[config.mk]
export PLATFORM = sky130hd
export DESIGN_NAME = ssf_regs
export DESIGN_NICKNAME = d
export VERILOG_FILES = /design/src/ssf_pkg.sv /design/src/ssf_regs.sv
export SDC_FILE = /design/constraint.sdc
export NUM_CORES = 1
export LEC_CHECK = 0
export ABC_AREA = 1
export BUFFER_PORTS_ARGS = -buffer_cell sky130_fd_sc_hd__buf_4
export CAP_MARGIN = 10
export CORE_MARGIN = 2
export CORE_UTILIZATION = 54
export DETAILED_ROUTE_END_ITERATION = 10
export PLACE_DENSITY_LB_ADDON = 0.05
export SKIP_CTS_REPAIR_TIMING = 1
export SLEW_MARGIN = 10
export SYNTH_ARGS = -nofsm -noshare
export SYNTH_HDL_FRONTEND = slang
export SYNTH_SLANG_ARGS = --single-unit
[constraint.sdc]
create_clock -name i_clk -period 5.5 [get_ports i_clk]
set_input_delay 1.1 -clock i_clk [delete_from_list [all_inputs] [get_ports i_clk]]
set_output_delay 1.1 -clock i_clk [all_outputs]
set_load 0.03 [all_outputs]
[src/ssf_pkg.sv]
// package for the safe-side fifo and position register bank
package ssf_pkg;
    // register offsets
    localparam logic [7:0] OFS_STATUS = 8'h2D;
    localparam logic [7:0] OFS_FIFO_DATA = 8'h2E;
    localparam logic [7:0] OFS_MIRROR = 8'h2F;
    localparam logic [7:0] OFS_SHORT_MSG = 8'h37;
    localparam logic [7:0] OFS_ERR_CNT = 8'h38;
    localparam logic [7:0] OFS_ACC_LIMIT = 8'h39;
    localparam logic [7:0] OFS_DEV_HIGH = 8'h3A;
    localparam logic [7:0] OFS_DEV_LOW = 8'h3B;
    // status bit positions
    localparam int BIT_OVERFLOW = 3;
    localparam int BIT_EMPTY = 2;
    localparam int BIT_CODING_ERR = 1;
    localparam int BIT_CONTROL_SYM = 0;
    // fifo geometry
    localparam int FIFO_DEPTH = 8;
    localparam int PTR_W = 3;
    // pipe marker for the upper status nibble
    localparam logic [3:0] PIPE_STATUS_MARK = 4'h5;
    // reset values and limits
    localparam logic [7:0] ACC_LIMIT_RESET = 8'hFF;
    localparam logic [15:0] DEV_RESET = 16'hFFFF;
    localparam logic [4:0] ERR_CNT_MAX = 5'h1F;
    localparam logic [7:0] EMPTY_DATA = 8'h00;
    // 8b10b control symbol decoding, k30.7 is idle filler
    localparam logic [7:0] K_IDLE = 8'hFE;
    // one fifo entry
    typedef struct packed {
        logic coding_err;
        logic control_sym;
        logic [7:0] data;
    } ssf_entry_t;
    // incoming sensor-channel symbol
    typedef struct packed {
        logic valid;
        logic is_control;
        logic coding_err;
        logic [7:0] value;
    } ssf_symbol_t;
    // register access strobe group
    typedef struct packed {
        logic rd;
        logic wr;
        logic [7:0] addr;
        logic [7:0] wdata;
    } ssf_access_t;
endpackage : ssf_pkg

[src/ssf_regs.sv]
// safe-side sensor fifo, message result and fast-position register bank
// Function
// - eight-deep fifo, drop oldest, overflow flag bit3
// - status read clears overflow flag
// - empty read returns 00h, sets empty flag
// - empty flag updated on every data access, status access leaves it
// - per-byte coding error flag in bit1
// - per-byte control symbol flag in bit0
// - idle control symbol never enters fifo
// - control symbols stored as decoded byte values
// - data register local only when pipe disabled
// - status access latches matching data byte
// - fifo data and status ignore writes
// - mirror data answered at once, 8-bit
// - 5-bit consecutive error counter saturating 31
// - threshold write clamped, output when count exceeds
// - write-only acceleration limit, resets all ones
// - max deviation tracked, saturating, resets ffff
// - deviation writes load 16-bit threshold, one byte per write
// - unimplemented status and counter bits read zero
// - pipe status upper nibble forced 0101
`timescale 1ns/1ns
`default_nettype none
module ssf_regs
    import ssf_pkg::*;
(
    input wire logic i_clk,
    input wire logic i_sys_rst,
    input wire ssf_access_t i_acc,              // local register access
    output logic [7:0] o_rdata,                 // read data, valid cycle after rd
    input wire logic i_serial_pipe_enable,      // pipe owns status and data
    input wire logic i_pipe_rd,                 // pipe read request pulse
    output logic [7:0] o_pipe_status,           // first pipe byte
    output logic [7:0] o_pipe_data,             // second pipe byte
    input wire ssf_symbol_t i_sym,              // received sensor symbol
    input wire logic [7:0] i_short_msg_result,  // short-message answer
    input wire logic [7:0] i_mirror_data,       // mirrored remote register value
    input wire logic i_fp_frame,                // fast-position transfer received
    input wire logic i_fp_error,                // that transfer had an error
    input wire logic i_est_active,              // position estimator running
    input wire logic [15:0] i_est_deviation,    // current absolute deviation
    output logic [7:0] o_acceleration_limit,    // clamp for the estimator
    output logic o_acc_thr_err,                 // error count above threshold
    output logic o_dev_thr_err                  // deviation above threshold
);
    // fifo storage and pointers
    ssf_entry_t mem [FIFO_DEPTH];
    ssf_entry_t next_mem [FIFO_DEPTH];
    logic [PTR_W-1:0] rd_ptr, next_rd_ptr;
    logic [PTR_W:0] count, next_count;
    logic fifo_overflow_flag, next_fifo_overflow_flag;
    logic fifo_empty_flag, next_fifo_empty_flag;
    ssf_entry_t latched, next_latched;          // byte frozen by status access
    // registered read data and pipe bytes; each holds until replaced
    logic [7:0] rdata, next_rdata;
    logic [7:0] pipe_status, next_pipe_status;
    logic [7:0] pipe_data, next_pipe_data;
    // position state
    logic [4:0] err_cnt, next_err_cnt;
    logic [4:0] err_thr, next_err_thr;
    logic [7:0] acceleration_limit, next_acceleration_limit;
    logic [15:0] max_dev, next_max_dev;
    logic [15:0] dev_thr, next_dev_thr;
    logic [7:0] mirror_read_data, next_mirror_read_data;

    // decoded byte of a received symbol; control symbols already carry it
    function automatic logic is_idle(input ssf_symbol_t s);
        return s.is_control && (s.value == K_IDLE);
    endfunction

    // clamp an 8-bit write to the 5-bit range
    // a write above 31 still lands, just as the largest threshold
    function automatic logic [4:0] clamp5(input logic [7:0] v);
        return (v > 8'(ERR_CNT_MAX)) ? ERR_CNT_MAX : v[4:0];
    endfunction

    // status byte built from head entry and flags
    function automatic logic [7:0] status_byte(input logic [3:0] upper, input logic ovf,
                                               input logic emp, input ssf_entry_t e);
        return {upper, ovf, emp, e.coding_err, e.control_sym};
    endfunction

    // decode helpers, all recomputed at the top of the fifo process
    logic loc_rd, loc_wr;
    logic status_access, data_access;
    logic push;
    logic [PTR_W-1:0] wr_idx;
    logic pipe_take; // a pipe read the block honours
    ssf_entry_t head; // fifo output entry, zero when empty

    // order inside the process matters: status latch, then pop, then push;
    // a push into a full fifo overwrites the oldest slot and moves the
    // read pointer, so the set of the overflow flag wins over the clear
    // of a status read in the same cycle
    // fifo, flags and read path next state
    always_comb
    begin
        loc_rd = i_acc.rd;
        loc_wr = i_acc.wr;
        next_mem = mem;
        next_rd_ptr = rd_ptr;
        next_count = count;
        next_fifo_overflow_flag = fifo_overflow_flag;
        next_fifo_empty_flag = fifo_empty_flag;
        next_latched = latched;
        next_rdata = rdata;
        next_pipe_status = pipe_status;
        next_pipe_data = pipe_data;
        // a pipe read only counts while the pipe owns the fifo registers
        pipe_take = i_serial_pipe_enable && i_pipe_rd;
        // pipe enabled: status/data reached only through pipe reads
        status_access = pipe_take
                        || (!i_serial_pipe_enable && loc_rd && i_acc.addr == OFS_STATUS);
        data_access = pipe_take
                      || (!i_serial_pipe_enable && loc_rd && i_acc.addr == OFS_FIFO_DATA);
        push = i_sym.valid && !is_idle(i_sym);
        // an empty fifo reports no per-byte flags rather than a stale slot
        head = (count != '0) ? mem[rd_ptr] : '0;
        wr_idx = rd_ptr + count[PTR_W-1:0];
        // status access freezes head entry; reading also drops the overflow note
        if (status_access)
        begin
            next_latched = head;
            next_fifo_overflow_flag = 1'b0;
        end
        // data access pops; the byte itself comes from the latch or the pipe
        if (data_access)
        begin
            if (count == '0)
            begin
                next_fifo_empty_flag = 1'b1;
            end
            else
            begin
                next_fifo_empty_flag = 1'b0;
                next_rd_ptr = rd_ptr + 1'b1;
                next_count = count - 1'b1;
            end
        end
        // pipe read ships status and data of one snapshot, so the empty bit
        // already describes this very read and the pair always agrees
        if (pipe_take)
        begin
            next_pipe_status = status_byte(PIPE_STATUS_MARK, fifo_overflow_flag,
                                           next_fifo_empty_flag, head);
            next_pipe_data = (count == '0) ? EMPTY_DATA : head.data;
        end
        // push after pop so a full fifo that is read does not lose a byte
        if (push)
        begin
            wr_idx = next_rd_ptr + next_count[PTR_W-1:0];
            next_mem[wr_idx] =
                '{coding_err: i_sym.coding_err, control_sym: i_sym.is_control,
                  data: i_sym.value};
            // full: overwrite the oldest slot, step past it and note the loss
            if (next_count == (PTR_W+1)'(FIFO_DEPTH))
            begin
                next_rd_ptr = next_rd_ptr + 1'b1;
                next_fifo_overflow_flag = 1'b1;
            end
            else
            begin
                next_count = next_count + 1'b1;
            end
        end
        // local read mux; status upper nibble reads zero
        if (loc_rd)
        begin
            unique case (i_acc.addr)
                OFS_STATUS:
                    next_rdata = i_serial_pipe_enable ? 8'h00 :
                                 status_byte(4'h0, fifo_overflow_flag, fifo_empty_flag,
                                             head);
                OFS_FIFO_DATA:
                    next_rdata = (i_serial_pipe_enable || count == '0) ? EMPTY_DATA
                                 : latched.data;
                OFS_MIRROR: next_rdata = mirror_read_data;
                OFS_SHORT_MSG: next_rdata = i_short_msg_result;
                OFS_ERR_CNT: next_rdata = {3'b000, err_cnt};
                OFS_DEV_HIGH: next_rdata = max_dev[15:8];
                OFS_DEV_LOW: next_rdata = max_dev[7:0];
                default: next_rdata = 8'h00; // write-only or unmapped
            endcase
        end
        // writes to status and data fall through untouched
        if (loc_wr && (i_acc.addr == OFS_STATUS || i_acc.addr == OFS_FIFO_DATA))
        begin
            next_rdata = rdata;
        end
    end

    // fifo registers
    always_ff @(posedge i_clk or posedge i_sys_rst)
    begin
        if (i_sys_rst)
        begin
            for (int i = 0; i < FIFO_DEPTH; i++)
            begin
                mem[i] <= '0;
            end
            rd_ptr <= '0;
            count <= '0;
            fifo_overflow_flag <= 1'b0;
            // empty flag starts clear: no read has failed yet
            fifo_empty_flag <= 1'b0;
            latched <= '0;
            rdata <= 8'h00;
            pipe_status <= 8'h00;
            pipe_data <= 8'h00;
        end
        else
        begin
            mem <= next_mem;
            rd_ptr <= next_rd_ptr;
            count <= next_count;
            fifo_overflow_flag <= next_fifo_overflow_flag;
            fifo_empty_flag <= next_fifo_empty_flag;
            latched <= next_latched;
            rdata <= next_rdata;
            pipe_status <= next_pipe_status;
            pipe_data <= next_pipe_data;
        end
    end

    // fast-position and estimator next state
    always_comb
    begin
        next_err_cnt = err_cnt;
        next_err_thr = err_thr;
        next_acceleration_limit = acceleration_limit;
        next_max_dev = max_dev;
        next_dev_thr = dev_thr;
        // mirror copy is re-sampled every cycle; the read mux answers from it
        // without waiting on any remote transaction
        next_mirror_read_data = i_mirror_data;
        // consecutive error count, a good frame restarts it
        if (i_fp_frame)
        begin
            if (!i_fp_error)
            begin
                next_err_cnt = 5'h00;
            end
            // a bad frame adds one, stopping at the top instead of wrapping
            else if (err_cnt != ERR_CNT_MAX)
            begin
                next_err_cnt = err_cnt + 1'b1;
            end
        end
        // max deviation only moves while the estimator runs
        // it only grows; since reset loads it saturated at ffffh, nothing ever brings it down
        if (i_est_active && i_est_deviation > max_dev)
        begin
            next_max_dev = i_est_deviation;
        end
        // register writes
        if (i_acc.wr)
        begin
            unique case (i_acc.addr)
                OFS_ERR_CNT: next_err_thr = clamp5(i_acc.wdata);
                OFS_ACC_LIMIT: next_acceleration_limit = i_acc.wdata;
                // each deviation byte replaces only its own half of the threshold
                OFS_DEV_HIGH: next_dev_thr = {i_acc.wdata, dev_thr[7:0]};
                OFS_DEV_LOW: next_dev_thr = {dev_thr[15:8], i_acc.wdata};
                default: next_dev_thr = dev_thr; // read-only or unmapped
            endcase
        end
    end

    // position registers; max deviation starts saturated
    always_ff @(posedge i_clk or posedge i_sys_rst)
    begin
        if (i_sys_rst)
        begin
            err_cnt <= 5'h00;
            err_thr <= 5'h00;
            acceleration_limit <= ACC_LIMIT_RESET;
            max_dev <= DEV_RESET;
            // threshold zero at reset, so the deviation error shows until ffffh is written
            dev_thr <= 16'h0000;
            mirror_read_data <= 8'h00;
        end
        else
        begin
            err_cnt <= next_err_cnt;
            err_thr <= next_err_thr;
            acceleration_limit <= next_acceleration_limit;
            max_dev <= next_max_dev;
            dev_thr <= next_dev_thr;
            mirror_read_data <= next_mirror_read_data;
        end
    end

    // outputs
    assign o_rdata = rdata;
    assign o_pipe_status = pipe_status;
    assign o_pipe_data = pipe_data;
    assign o_acceleration_limit = acceleration_limit;
    // threshold outputs are plain compares of registered state, so they
    // change in the same cycle as the count or threshold register moves
    assign o_acc_thr_err = (err_cnt > err_thr);
    assign o_dev_thr_err = (max_dev > dev_thr);
endmodule // ssf_regs
`default_nettype wire

==> After elaboration in Yosys (flattened, before gate mapping) <==
Index checks and enable logic that the tools add are counted.
{ "word_totals": {"reg_bits": 176, "in_bits": 68, "out_inout_bits": 34, "wordCells": 120} }
{ "op_classes": {"add_sub_neg": 6, "n_lt_le_gt_ge": 7, "n_eq_ne": 12, "mux": 28, "bitwise_logic": 5, "reduce_logical": 23} }
{ "op_table": {"columns": ["op", "n"], "rows": [
  ["80-bit bitwise mux", 1],
  ["8-bit by 6-bit equality test with 1-bit output (second input constant)", 8],
  ["8-bit one-hot mux with 7 select lines", 1],
  ["10-bit two-way mux", 4],
  ["16-bit greater-than comparator", 2],
  ["16-bit one-hot mux with 2 select lines", 1],
  ["10-bit binary-select mux with 3-bit select", 1],
  ["10-bit demux with 3-bit select", 1],
  ["4-bit two-way mux", 5],
  ["8-bit two-way mux", 2],
  ["5-bit two-way mux", 3],
  ["3-bit two-way mux", 4],
  ["1-bit logical AND", 9],
  ["8-bit equality test (second input constant)", 1],
  ["4-bit >= comparator (second input constant)", 2],
  ["8-bit by 5-bit greater-than comparator with 1-bit output (second input constant)", 1],
  ["3-bit NOT with 4-bit output", 2],
  ["2-bit AND reduction", 4],
  ["3-bit by 1-bit adder with 3-bit output (second input constant)", 2],
  ["3-bit AND reduction", 2],
  ["5-bit by 1-bit adder with 5-bit output (second input constant)", 1],
  ["5-bit greater-than comparator", 1],
  ["1-bit two-way mux", 5],
  ["5-bit != test (second input constant)", 1],
  ["11 further kinds", 17]
]} }

==> Depth between registers and ports, before layout <==
Gate-level depths: netlist of run 1.
{ "depth": {"depth_word": 12, "mapped_depth": 18, "depth_no_buf": 17} }

==> Worst setup path before layout of run 1 <==
No wires, ideal clock.
{ "synth_path": {"kind": "input to register", "startpoint": "in i_acc[14] (netlist name)", "endpoint": "reg mem[0] (netlist name)", "setup_ns": 0.117, "arrival_time_ns": 3.419, "t_required_ns": 5.383, "setup_slack_ns": 1.964, "cell_stages": 15, "n_path_buf": 2, "cell_sequence": "inv_1 > nand2_1 > nor2_2 > nand3_4 > nand2_4 > nand2_1 > xor2_1 > inv_1 > nand2_1 > fa_1 > clkbuf_1 > inv_2 > clkbuf_1 > nand4_1 > nand2_1"} }
{ "synth_between": {"elab_chain_cells": 11, "word_cells_on_any_way": 13, "classes_between": "add/sub: 1; order compare: 2; eq/ne: 1; mux: 5; bitwise: 1; reduce/logical: 3"} }
{ "synth_rtl": {"columns": ["element", "line", "rtl"], "rows": [
  ["from (decl)", "ssf_regs.sv:29", "input wire ssf_access_t i_acc,"],
  ["8-bit by 6-bit equality test with 1-bit output *", "ssf_regs.sv:115", "|| (!i_serial_pipe_enable && loc_rd && i_acc.addr == OFS_FIFO_DATA);"],
  ["1-bit logical AND *", "ssf_regs.sv:115", null],
  ["1-bit logical OR *", "ssf_regs.sv:115", null],
  ["3-bit two-way mux / 4-bit two-way mux (equally long branches)", "ssf_regs.sv:127", "if (data_access)"],
  ["3-bit adder *", "ssf_regs.sv:151", "wr_idx = next_rd_ptr + next_count[PTR_W-1:0];"],
  ["3-bit NOT with 4-bit output (implied by the code) *", "ssf_regs.sv:152", "next_mem[wr_idx] ="],
  ["4-bit >= comparator (implied by the code) / 4-bit by 1-bit less-than comparator with 1-bit output (equally long branches)", "ssf_regs.sv:152", null],
  ["1-bit logical AND (implied by the code)", "ssf_regs.sv:152", null],
  ["10-bit two-way mux (implied by the code)", "ssf_regs.sv:152", null],
  ["10-bit demux with 3-bit select *", "ssf_regs.sv:152", null],
  ["80-bit bitwise mux *", "ssf_regs.sv:152", null],
  ["to (signal assigned)", "ssf_regs.sv:213", "mem <= next_mem;"],
  ["to (decl)", "ssf_regs.sv:47", "ssf_entry_t mem [FIFO_DEPTH];"]
]} }
Every way passes the cells marked *; elsewhere a longest branch is shown, timed or not.
A chain may end at the register's enable or synchronous reset.

==> Worst setup path in the final report of run 1 <==
{ "layout_path": {"startpoint": "in i_acc[14] (netlist name)", "endpoint": "reg mem[51] (netlist name)"} }
The elaborated chain is that of the path after synthesis.

==> flow_metrics.env, run 1 <==
export IMPL_seq_area_frac_synth=0.475
export IMPL_io_pins=102
export IMPL_synthSimpleGateAreaFrac=0.275
export IMPL_die_area_um2=18300
export IMPL_synth_commonest_cells="nand2_1, dfrtp_1, o21ai_0, nor2_1, inv_1"
export IMPL_internal_power_uw=3360
export IMPL_antennaDiodeCount=0
export IMPL_hp_class="register to register"
export IMPL_vias_per_cell=5.51
export IMPL_cts_root_buf="clkbuf_16"
export IMPL_ys_flop_type="dfrtp_1"
export IMPL_combPwrFrac=0.463
export IMPL_synth_top_cell_by_area="dfrtp_1"
export IMPL_ys_types=46
export IMPL_nFillCells=1553
export IMPL_via_count=8077
export IMPL_coreArea_um2=17100
export IMPL_first_iter_violations=588
export IMPL_p_clk_frac=0.202
export IMPL_critPathCaptureType="register"
export IMPL_synth_top_area_share=0.408
export IMPL_synth_edf_count=0
export IMPL_required_ns=5.81
export IMPL_timing_critical_path_buf_inv=3
export IMPL_critPathLaunchType="input pin"
export IMPL_async_flop_share=1.00
export IMPL_gp_congestion=0.898
export IMPL_synth_fa_ha_area_frac=0.0612
export IMPL_design_area_um2=10800
export IMPL_period_share=0.720
export IMPL_grt_pass1_vias=7941
export IMPL_status="completed"
export IMPL_rsz0062_at_grt="no"
export IMPL_syn_area_per_cell_um2=8.04
export IMPL_mappedNetlistArea_um2=9330
export IMPL_cpPeakStageDelay_ns=0.59
export IMPL_path_class="input pin to register"
export IMPL_synth_xor_area_frac=0.00751
export IMPL_irDropWorstVdd_uv=496
export IMPL_antenna_found_initial=0
export IMPL_critPathSlowestCell="nand4_1"
export IMPL_worstPathArrival_ns=4.27
export IMPL_dieWidth_um=135
export IMPL_cts_max_path_buffers=2
export IMPL_powerDensity_nw_per_um2=573
export IMPL_setup_tns_ns=0
export IMPL_area_growth_syn_to_layout_pct=15.5
export IMPL_setup_viol=0
export IMPL_path_common_cell="nand2_1"
export IMPL_wl_per_cell_um=17.2
export IMPL_nets=1342
export IMPL_synth_compound_area_frac=0.106
export IMPL_synthMuxAreaShare=0.00724
export IMPL_relSlewSlack=0.327
export IMPL_num_rows=48
export IMPL_cts_tree="yes"
export IMPL_grt_max_degree=177
export IMPL_worst_slew_pin_transition_ns=1.01
export IMPL_ys_warn_count=0
export IMPL_fin_crit_ns=3.96
export IMPL_synth_most_common_cell="nand2_1"
export IMPL_synth_top_family_by_area="simple AND/OR/NAND/NOR gates"
export IMPL_overflow=0
export IMPL_power_leakage_uw=0.00546
export IMPL_synth_area_top_cells="dfrtp_1, nand2_1, dfstp_2"
export IMPL_whs_ns=0.468
export IMPL_finalClockSkew_ns=0.0104
export IMPL_ys_ff_latch=176
export IMPL_track_usage=0.285
export IMPL_crit_fanout=25
export IMPL_p_sw_uw=2810
export IMPL_total_power_uw=6180
export IMPL_drive_gt1_frac=0.156
export IMPL_fmax_mhz=253
export IMPL_sw_frac_of_total=0.455
export IMPL_clkTransAtPathRegs_ns=0.07
export IMPL_grt_first_pass_wirelength_mm=40.7
export IMPL_crit_path_cell_trace="buf_4, inv_1, nand2_1, nor2_2, nand3_4, nand2_4, nand2_1, o21ai_0, fa_1, inv_2, nand4_1, nand2_1, nand2_1"
export IMPL_drt_pre_antenna_iters=5
export IMPL_htreeDepth=4
export IMPL_seq_power_share=0.335
export IMPL_dp_cells=1435
export IMPL_drc=0
export IMPL_cts_sinks=176
export IMPL_io_buffers=99
export IMPL_numCtsBuffers=17
export IMPL_clk_latency_ns=0.44
export IMPL_maxCapViolCount=0
export IMPL_critPathTopFamily="simple AND/OR/NAND/NOR gates"
export IMPL_placed_cell_area_um2=10200
export IMPL_drv_slew=0
export IMPL_ant_nets=0
export IMPL_start_util=0.545
export IMPL_die_height_um=135
export IMPL_dp_hpwl_mm=17.4
export IMPL_drt_total_wl_mm=25.2
export IMPL_synthCells=1160
export IMPL_fin_cells=1466
export IMPL_hold_violations=0
final timing paths:
check | depth (start not counted) | start | slack [ns] | to
max | 13 | i_acc[14] | 1.54 | mem[51]
min | 2 | mem[16] | 0.47 | mem[16]
max reg2reg | 12 | count[0] | 1.62 | mem[51]
min reg2reg | 2 | mem[16] | 0.47 | mem[16]
max in group asynchronous | 3 | i_sys_rst | 3.83 | dev_thr[11]
min in group asynchronous | 3 | i_sys_rst | 0.87 | o_rdata[7]
area by class of cell:
type | instances | area [µm²] | area share
Timing Repair Buffer | 108 | 823 | 0.0764
Clock buffer | 23 | 498 | 0.0462
Multi-Input combinational cell | 831 | 4270 | 0.397
Sequential cell | 176 | 4430 | 0.412
Tap cell | 225 | 282 | 0.0261
Inverter | 95 | 360 | 0.0335
Clock inverter | 8 | 103 | 0.00952
kinds of logic (layout without fill, tap and decap cells):
logic type / count (synthesis) / after routing
multiplexers: 6 / 6
adder cells (fa/ha/maj): 45 / 45
other: 1 / 2
AO/OA/AOI/OAI: 183 / 183
AND/OR/NAND/NOR: 587 / 587
buffers and inverters: 154 / 234
flip-flops: 176 / 176
XOR/XNOR: 8 / 8
metrics by stage:
stage	utilization	worst slack, ns
detailed placement	0.594	1.19
floorplan	-	1.96
CTS	0.629	1.61
finish	0.629	1.54
global route	0.629	1.27
global placement	0.594	1.28
power groups by stage:
| stage | Combinational, µW | Sequential, µW | Clock [µW] |
|---|---|---|---|
| final | 2860 | 2070 | 1250 |
| after CTS | 2840 | 2060 | 1260 |
| after detailed placement | 2820 | 2080 | 0 |
| after global routing | 3180 | 2110 | 1310 |
| after global placement | 2760 | 2070 | 0 |
| after floorplan | 2100 | 2050 | 0 |
sequential cells by signal, summed over array words and instances (netlist names):
name and count:
o_acceleration_limit 8, o_pipe_status 5, o_pipe_data 8, rd_ptr 3, max_dev 16, latched 8
mem 80, fifo_overflow_flag 1, o_rdata 8, err_cnt 5, err_thr 5, fifo_empty_flag 1
dev_thr 16, count 4, mirror_read_data 8
layout by cell type, fill, tap and decap left out, types with 6 or more instances in the layout:
cell       netlist  layout
nand2_1        339     339
o21ai_0        100     100
dfrtp_1        152     152
o22ai_1         23      23
a21oi_1         45      45
mux2_2           6       6
buf_4           10     107
clkbuf_16        0      17
xor2_1           6       6
nand4_1         53      53
nor3_1          12      12
nand3_1         59      59
dfstp_2         24      24
nor2_1          98      98
nand3_2          6       6
inv_1           92      91
ha_1            44      44
worst register-to-register path: cells and delay by family (launching register included):
kind / cells / cell delay (ns)
buf+inv: 3 / 0.80
flops: 1 / 0.41
simple gates: 6 / 1.38
fa+ha+maj: 2 / 0.73
compound gates: 1 / 0.45
routing by layer:
metal	vias up	wire (µm)	track usage
met3	38	1290	0.0494
met4	0	538	0.0874
met5	-	0	0
met2	259	12400	0.480
met1	3828	11000	0.380
li1	3952	-	-
Note: power is estimated with default switching activity, not from simulation.
==> run 2: changes to the inputs <==
==> constraint.sdc (replaced) <==
create_clock -name i_clk -period 3.5 [get_ports i_clk]
set_input_delay 0.7 -clock i_clk [delete_from_list [all_inputs] [get_ports i_clk]]
set_output_delay 0.7 -clock i_clk [all_outputs]
set_load 0.03 [all_outputs]
==> run 2 against run 1 <==
Compared with the run above: critical path type is now register to register; cell area grew 1.3%; clock skew shrank 0.0029 ns; critical endpoint is now mem[6]; register-to-register slack lost 1.2 ns; highest routed layer unchanged; largest cell class unchanged.
==> flow_metrics.env, run 2 (same netlist as run 1, synthesis figures left out) <==
export IMPL_numCtsBuffers=17
export IMPL_hold_violations=0
export IMPL_fin_cells=1487
export IMPL_cts_max_path_buffers=2
export IMPL_cpPeakStageDelay_ns=0.42
export IMPL_critPathLaunchType="register"
export IMPL_nets=1362
export IMPL_power_leakage_uw=0.00553
export IMPL_cts_sinks=176
export IMPL_drt_pre_antenna_iters=7
export IMPL_antennaDiodeCount=0
export IMPL_die_height_um=135
export IMPL_worstReg2RegEnd="mem[6]"
export IMPL_rsz0062_at_grt="no"
export IMPL_die_area_um2=18300
export IMPL_grt_max_degree=144
export IMPL_grt_first_pass_wirelength_mm=40.8
export IMPL_status="completed"
export IMPL_finalClockSkew_ns=0.00751
export IMPL_ff2ff_path_depth=16
export IMPL_io_pins=102
export IMPL_multiInputGateArea_um2=4270
export IMPL_crit_path_cell_trace="inv_1, ha_1, nand2_1, nor2_2, inv_1, nand2_1, xor2_1, inv_1, nand2_1, fa_1, nand3_1, nand3_2, nand2_4, nand3_2, nand2_1, nand2_1"
export IMPL_r2r_start="count[0]"
export IMPL_coreArea_um2=17100
export IMPL_track_usage=0.288
export IMPL_htreeDepth=4
export IMPL_dieWidth_um=135
export IMPL_antenna_found_initial=0
export IMPL_drt_total_wl_mm=25.4
export IMPL_start_util=0.545
export IMPL_path_common_cell="nand2_1"
export IMPL_period_share=0.882
export IMPL_startpoint="count[0]"
export IMPL_largest_register="mem"
export IMPL_r2r_slack_ns=0.41
export IMPL_worst_slew_pin_transition_ns=0.968
export IMPL_hp_class="input pin to asynchronous set/reset pin"
export IMPL_ant_nets=0
export IMPL_final_cell_mix="nand2_1, dfrtp_1, buf_4, o21ai_0, nor2_1"
export IMPL_seqCellArea_um2=4430
export IMPL_via_count=8268
export IMPL_vias_per_cell=5.56
export IMPL_fin_crit_ns=3.09
export IMPL_maxCapViolCount=0
export IMPL_critPathCaptureType="register"
export IMPL_setup_tns_ns=0
export IMPL_clkTransAtPathRegs_ns=0.07
export IMPL_drc=0
export IMPL_fmax_mhz=324
export IMPL_critPathSlowestCell="dfrtp_1"
export IMPL_dp_hpwl_mm=18.0
export IMPL_powerDensity_nw_per_um2=915
export IMPL_cts_root_buf="clkbuf_16"
export IMPL_overflow=0
export IMPL_reg_top3="mem: 80 flops, dev_thr: 16 flops, max_dev: 16 flops"
export IMPL_irDropWorstVdd_uv=809
export IMPL_drive_gt1_frac=0.171
export IMPL_num_rows=48
export IMPL_grt_pass1_vias=7879
export IMPL_crit_fanout=12
export IMPL_path_class="register to register"
export IMPL_first_iter_violations=651
export IMPL_relSlewSlack=0.353
export IMPL_wl_per_cell_um=17.1
export IMPL_io_buffers=99
export IMPL_clk_latency_ns=0.44
export IMPL_setup_viol=0
export IMPL_largest_reg_flops=80
export IMPL_dp_cells=1455
export IMPL_worstPathArrival_ns=3.42
export IMPL_cts_tree="yes"
export IMPL_final_common_cell="nand2_1"
export IMPL_gp_congestion=0.913
export IMPL_required_ns=3.83
export IMPL_drv_slew=0
export IMPL_area_growth_syn_to_layout_pct=16.9
export IMPL_nFillCells=1549
==> run 2: worst max path at each step <==
stage	endpoint	slack [ns]
2_1_floorplan	mem[0]	0.36
3_3_place_gp	mem[14]	0.20
3_5_place_dp	mem[6]	0.07
4_1_cts	mem[6]	0.46
5_1_grt	mem[32]	0.18
6_report	mem[6]	0.41
==> run 2: where the power goes <==
group          leakage, µW  internal, µW  total, µW  switching [µW]
combinational      0.00310          1670       4900            3230
sequential         0.00217          2790       3230             446
clock             0.000265           952       1840             888
==> run 2: area by class of cell <==
| class | instances | area share |
|---|---|---|
| Clock buffer | 18 | 0.0403 |
| Clock inverter | 14 | 0.0112 |
| Inverter | 95 | 0.0330 |
| Multi-Input combinational cell | 831 | 0.392 |
| Sequential cell | 176 | 0.407 |
| Tap cell | 225 | 0.0258 |
| Timing Repair Buffer | 128 | 0.0915 |
==> run 2: critical path: cells and delay by family (launching register included) <==
family	cells	cell delay (ns)
fa+ha+maj	2	0.57
flops	1	0.42
xor+xnor	1	0.14
buf+inv	3	0.27
simple gates	10	1.58
==> run 2: per-layer routing <==
| layer | up-vias | wire length [µm] | global-route usage |
|---|---|---|---|
| li1 | 4010 | - | - |
| met1 | 3898 | 10900 | 0.384 |
| met2 | 301 | 12100 | 0.464 |
| met3 | 59 | 1410 | 0.0520 |
| met4 | 0 | 973 | 0.128 |
| met5 | - | 0 | 0 |
==> run 2: stage by stage <==
step	power (µW)	cell area, µm²	setup slack, ns	util	hold slack [ns]
floorplan	6520	9340	0.364	-	0.437
CTS	9970	10900	0.457	0.637	0.165
detailed placement	8120	10300	0.0696	0.604	0.454
global placement	8020	10300	0.201	0.604	0.449
finish	9980	10900	0.412	0.637	0.169
global route	10700	10900	0.176	0.637	0.168
==> run 3: changes to the inputs <==
--- a/config.mk
+++ b/config.mk
@@ -8,11 +8,12 @@
 export ABC_AREA = 1
 export BUFFER_PORTS_ARGS = -buffer_cell sky130_fd_sc_hd__buf_4
 export CAP_MARGIN = 10
+export CELL_PAD_IN_SITES_DETAIL_PLACEMENT = 2
+export CELL_PAD_IN_SITES_GLOBAL_PLACEMENT = 2
 export CORE_MARGIN = 2
-export CORE_UTILIZATION = 54
+export CORE_UTILIZATION = 32
 export DETAILED_ROUTE_END_ITERATION = 10
 export PLACE_DENSITY_LB_ADDON = 0.05
-export SKIP_CTS_REPAIR_TIMING = 1
 export SLEW_MARGIN = 10
 export SYNTH_ARGS = -nofsm -noshare
 export SYNTH_HDL_FRONTEND = slang
==> run 3 against run 2 <==
Compared with the run above: critical path depth is 1 lower; core utilization decreased by 24 points; die area up 66%; worst setup slack got worse by 0.032 ns; critical path type unchanged.
==> flow_metrics.env, run 3 (same netlist as run 1, synthesis figures left out) <==
export IMPL_post_cts_buffers=0
export IMPL_rsz0062_at_grt="no"
export IMPL_via_count=8470
export IMPL_htreeDepth=4
export IMPL_die_height_um=175
export IMPL_hp_class="input pin to register"
export IMPL_track_usage=0.230
export IMPL_period_share=0.891
export IMPL_nFillCells=3315
export IMPL_clk_latency_ns=0.45
export IMPL_placed_cell_area_um2=10700
export IMPL_cts_max_path_buffers=2
export IMPL_overflow=0
export IMPL_start_util=0.325
export IMPL_final_cell_mix="nand2_1, dfrtp_1, buf_4, o21ai_0, nor2_1"
export IMPL_antennaDiodeCount=0
export IMPL_drc=0
export IMPL_ant_nets=0
export IMPL_die_area_um2=30500
export IMPL_dp_hpwl_mm=24.2
export IMPL_nets=1372
export IMPL_status="completed"
export IMPL_final_common_cell="nand2_1"
export IMPL_drt_total_wl_mm=33.8
export IMPL_grt_first_pass_wirelength_mm=54.1
export IMPL_irDropWorstVdd_uv=605
export IMPL_finalClockSkew_ns=0.0174
export IMPL_wl_per_cell_um=20.4
export IMPL_fin_crit_ns=3.12
export IMPL_cts_sinks=176
export IMPL_antenna_found_initial=0
export IMPL_path_class="register to register"
export IMPL_vias_per_cell=5.11
export IMPL_worst_slew_pin_transition_ns=0.894
export IMPL_required_ns=3.83
export IMPL_grt_pass1_vias=9379
export IMPL_maxCapViolCount=0
export IMPL_cts_hold_buf=0
export IMPL_drive_gt1_frac=0.177
export IMPL_crit_fanout=10
export IMPL_design_area_um2=11300
export IMPL_dp_cells=1624
export IMPL_first_iter_violations=296
export IMPL_num_rows=62
export IMPL_power_leakage_uw=0.00562
export IMPL_worstPathArrival_ns=3.45
export IMPL_whs_ns=0.362
export IMPL_r2r_slack_ns=0.38
export IMPL_cts_tree="yes"
export IMPL_hold_violations=0
export IMPL_largest_reg_flops=80
export IMPL_grt_max_degree=41
export IMPL_relSlewSlack=0.403
export IMPL_cts_root_buf="clkbuf_16"
export IMPL_pre_cts_slack_ns=-0.0248
export IMPL_drt_pre_antenna_iters=4
export IMPL_fin_cells=1656
export IMPL_critPathCaptureType="register"
export IMPL_fmax_mhz=321
export IMPL_io_buffers=99
export IMPL_area_growth_syn_to_layout_pct=21.1
export IMPL_layout_setup_ws_ns=0.381
export IMPL_reg_top3="mem: 80 flops, dev_thr: 16 flops, max_dev: 16 flops"
export IMPL_clkTransAtPathRegs_ns=0.09
export IMPL_dieWidth_um=175
export IMPL_drv_slew=0
export IMPL_gp_congestion=0.778
export IMPL_critPathLaunchType="register"
export IMPL_coreArea_um2=28700
export IMPL_powerDensity_nw_per_um2=936
export IMPL_largest_register="mem"
export IMPL_numCtsBuffers=17
export IMPL_post_cts_resize_count=0
export IMPL_io_pins=102
export IMPL_setup_viol=0
-- run 3: cell count changes in the layout (fill, tap and decap cells not counted), moves of 3 or more --
cell	delta
buf_4	+6
nand3_2	-4
buf_12	+3
inv_6	-4
nand3_4	+4
-- run 3: worst max-delay path, cell delays in order (launching register included) --
cell     delay (ns)
dfrtp_1        0.43
inv_1          0.10
ha_1           0.16
nand2_1        0.09
nor2_2         0.20
inv_1          0.11
nand2_2        0.17
xor2_1         0.26
inv_1          0.13
nand2_1        0.09
fa_1           0.45
inv_2          0.27
nand4_1        0.16
buf_4          0.22
nand2_1        0.08
nand2_1        0.06
-- run 3: final cells by class --
class                           count  area, µm²  area share
Multi-Input combinational cell    831       4300       0.381
Clock buffer                       20        447      0.0396
Sequential cell                   176       4430       0.393
Inverter                           95        360      0.0319
Tap cell                          384        480      0.0425
Clock inverter                     12        153      0.0135
Timing Repair Buffer              138       1110      0.0987
-- run 3: worst paths after layout --
kind	from	to	cells past startpoint
max	count[0]	mem[41]	15
min	i_mirror_data[1]	mirror_read_data[1]	1
max reg2reg	count[0]	mem[41]	15
min reg2reg	mem[28]	mem[28]	2
max in group asynchronous	i_sys_rst	max_dev[14]	3
min in group asynchronous	i_sys_rst	o_rdata[7]	2
-- run 3: where the power goes --
part,internal (µW),switching (µW),leakage (µW),total (µW)
logic,1730,3580,0.00317,5310
clock network,1100,941,0.000287,2040
registers,2790,431,0.00217,3220
total,5610,4960,0.00562,10600
-- run 3: stage by stage --
step           total power [µW]  TNS [ns]  utilization
2_1_floorplan              6520         0            -
3_3_place_gp               8340         0        0.371
3_5_place_dp               8540   -0.0342        0.371
4_1_cts                   10700         0        0.392
5_1_grt                   11400         0        0.393
6_report                  10600         0        0.393
-- run 3: metal layers --
| layer | global-route usage | up-vias | routed length (µm) |
|---|---|---|---|
| met5 | 0 | - | 0 |
| met3 | 0.0298 | 19 | 884 |
| met2 | 0.425 | 118 | 17400 |
| met1 | 0.287 | 4313 | 15200 |
| li1 | - | 4020 | - |
| met4 | 0.0476 | 0 | 325 |
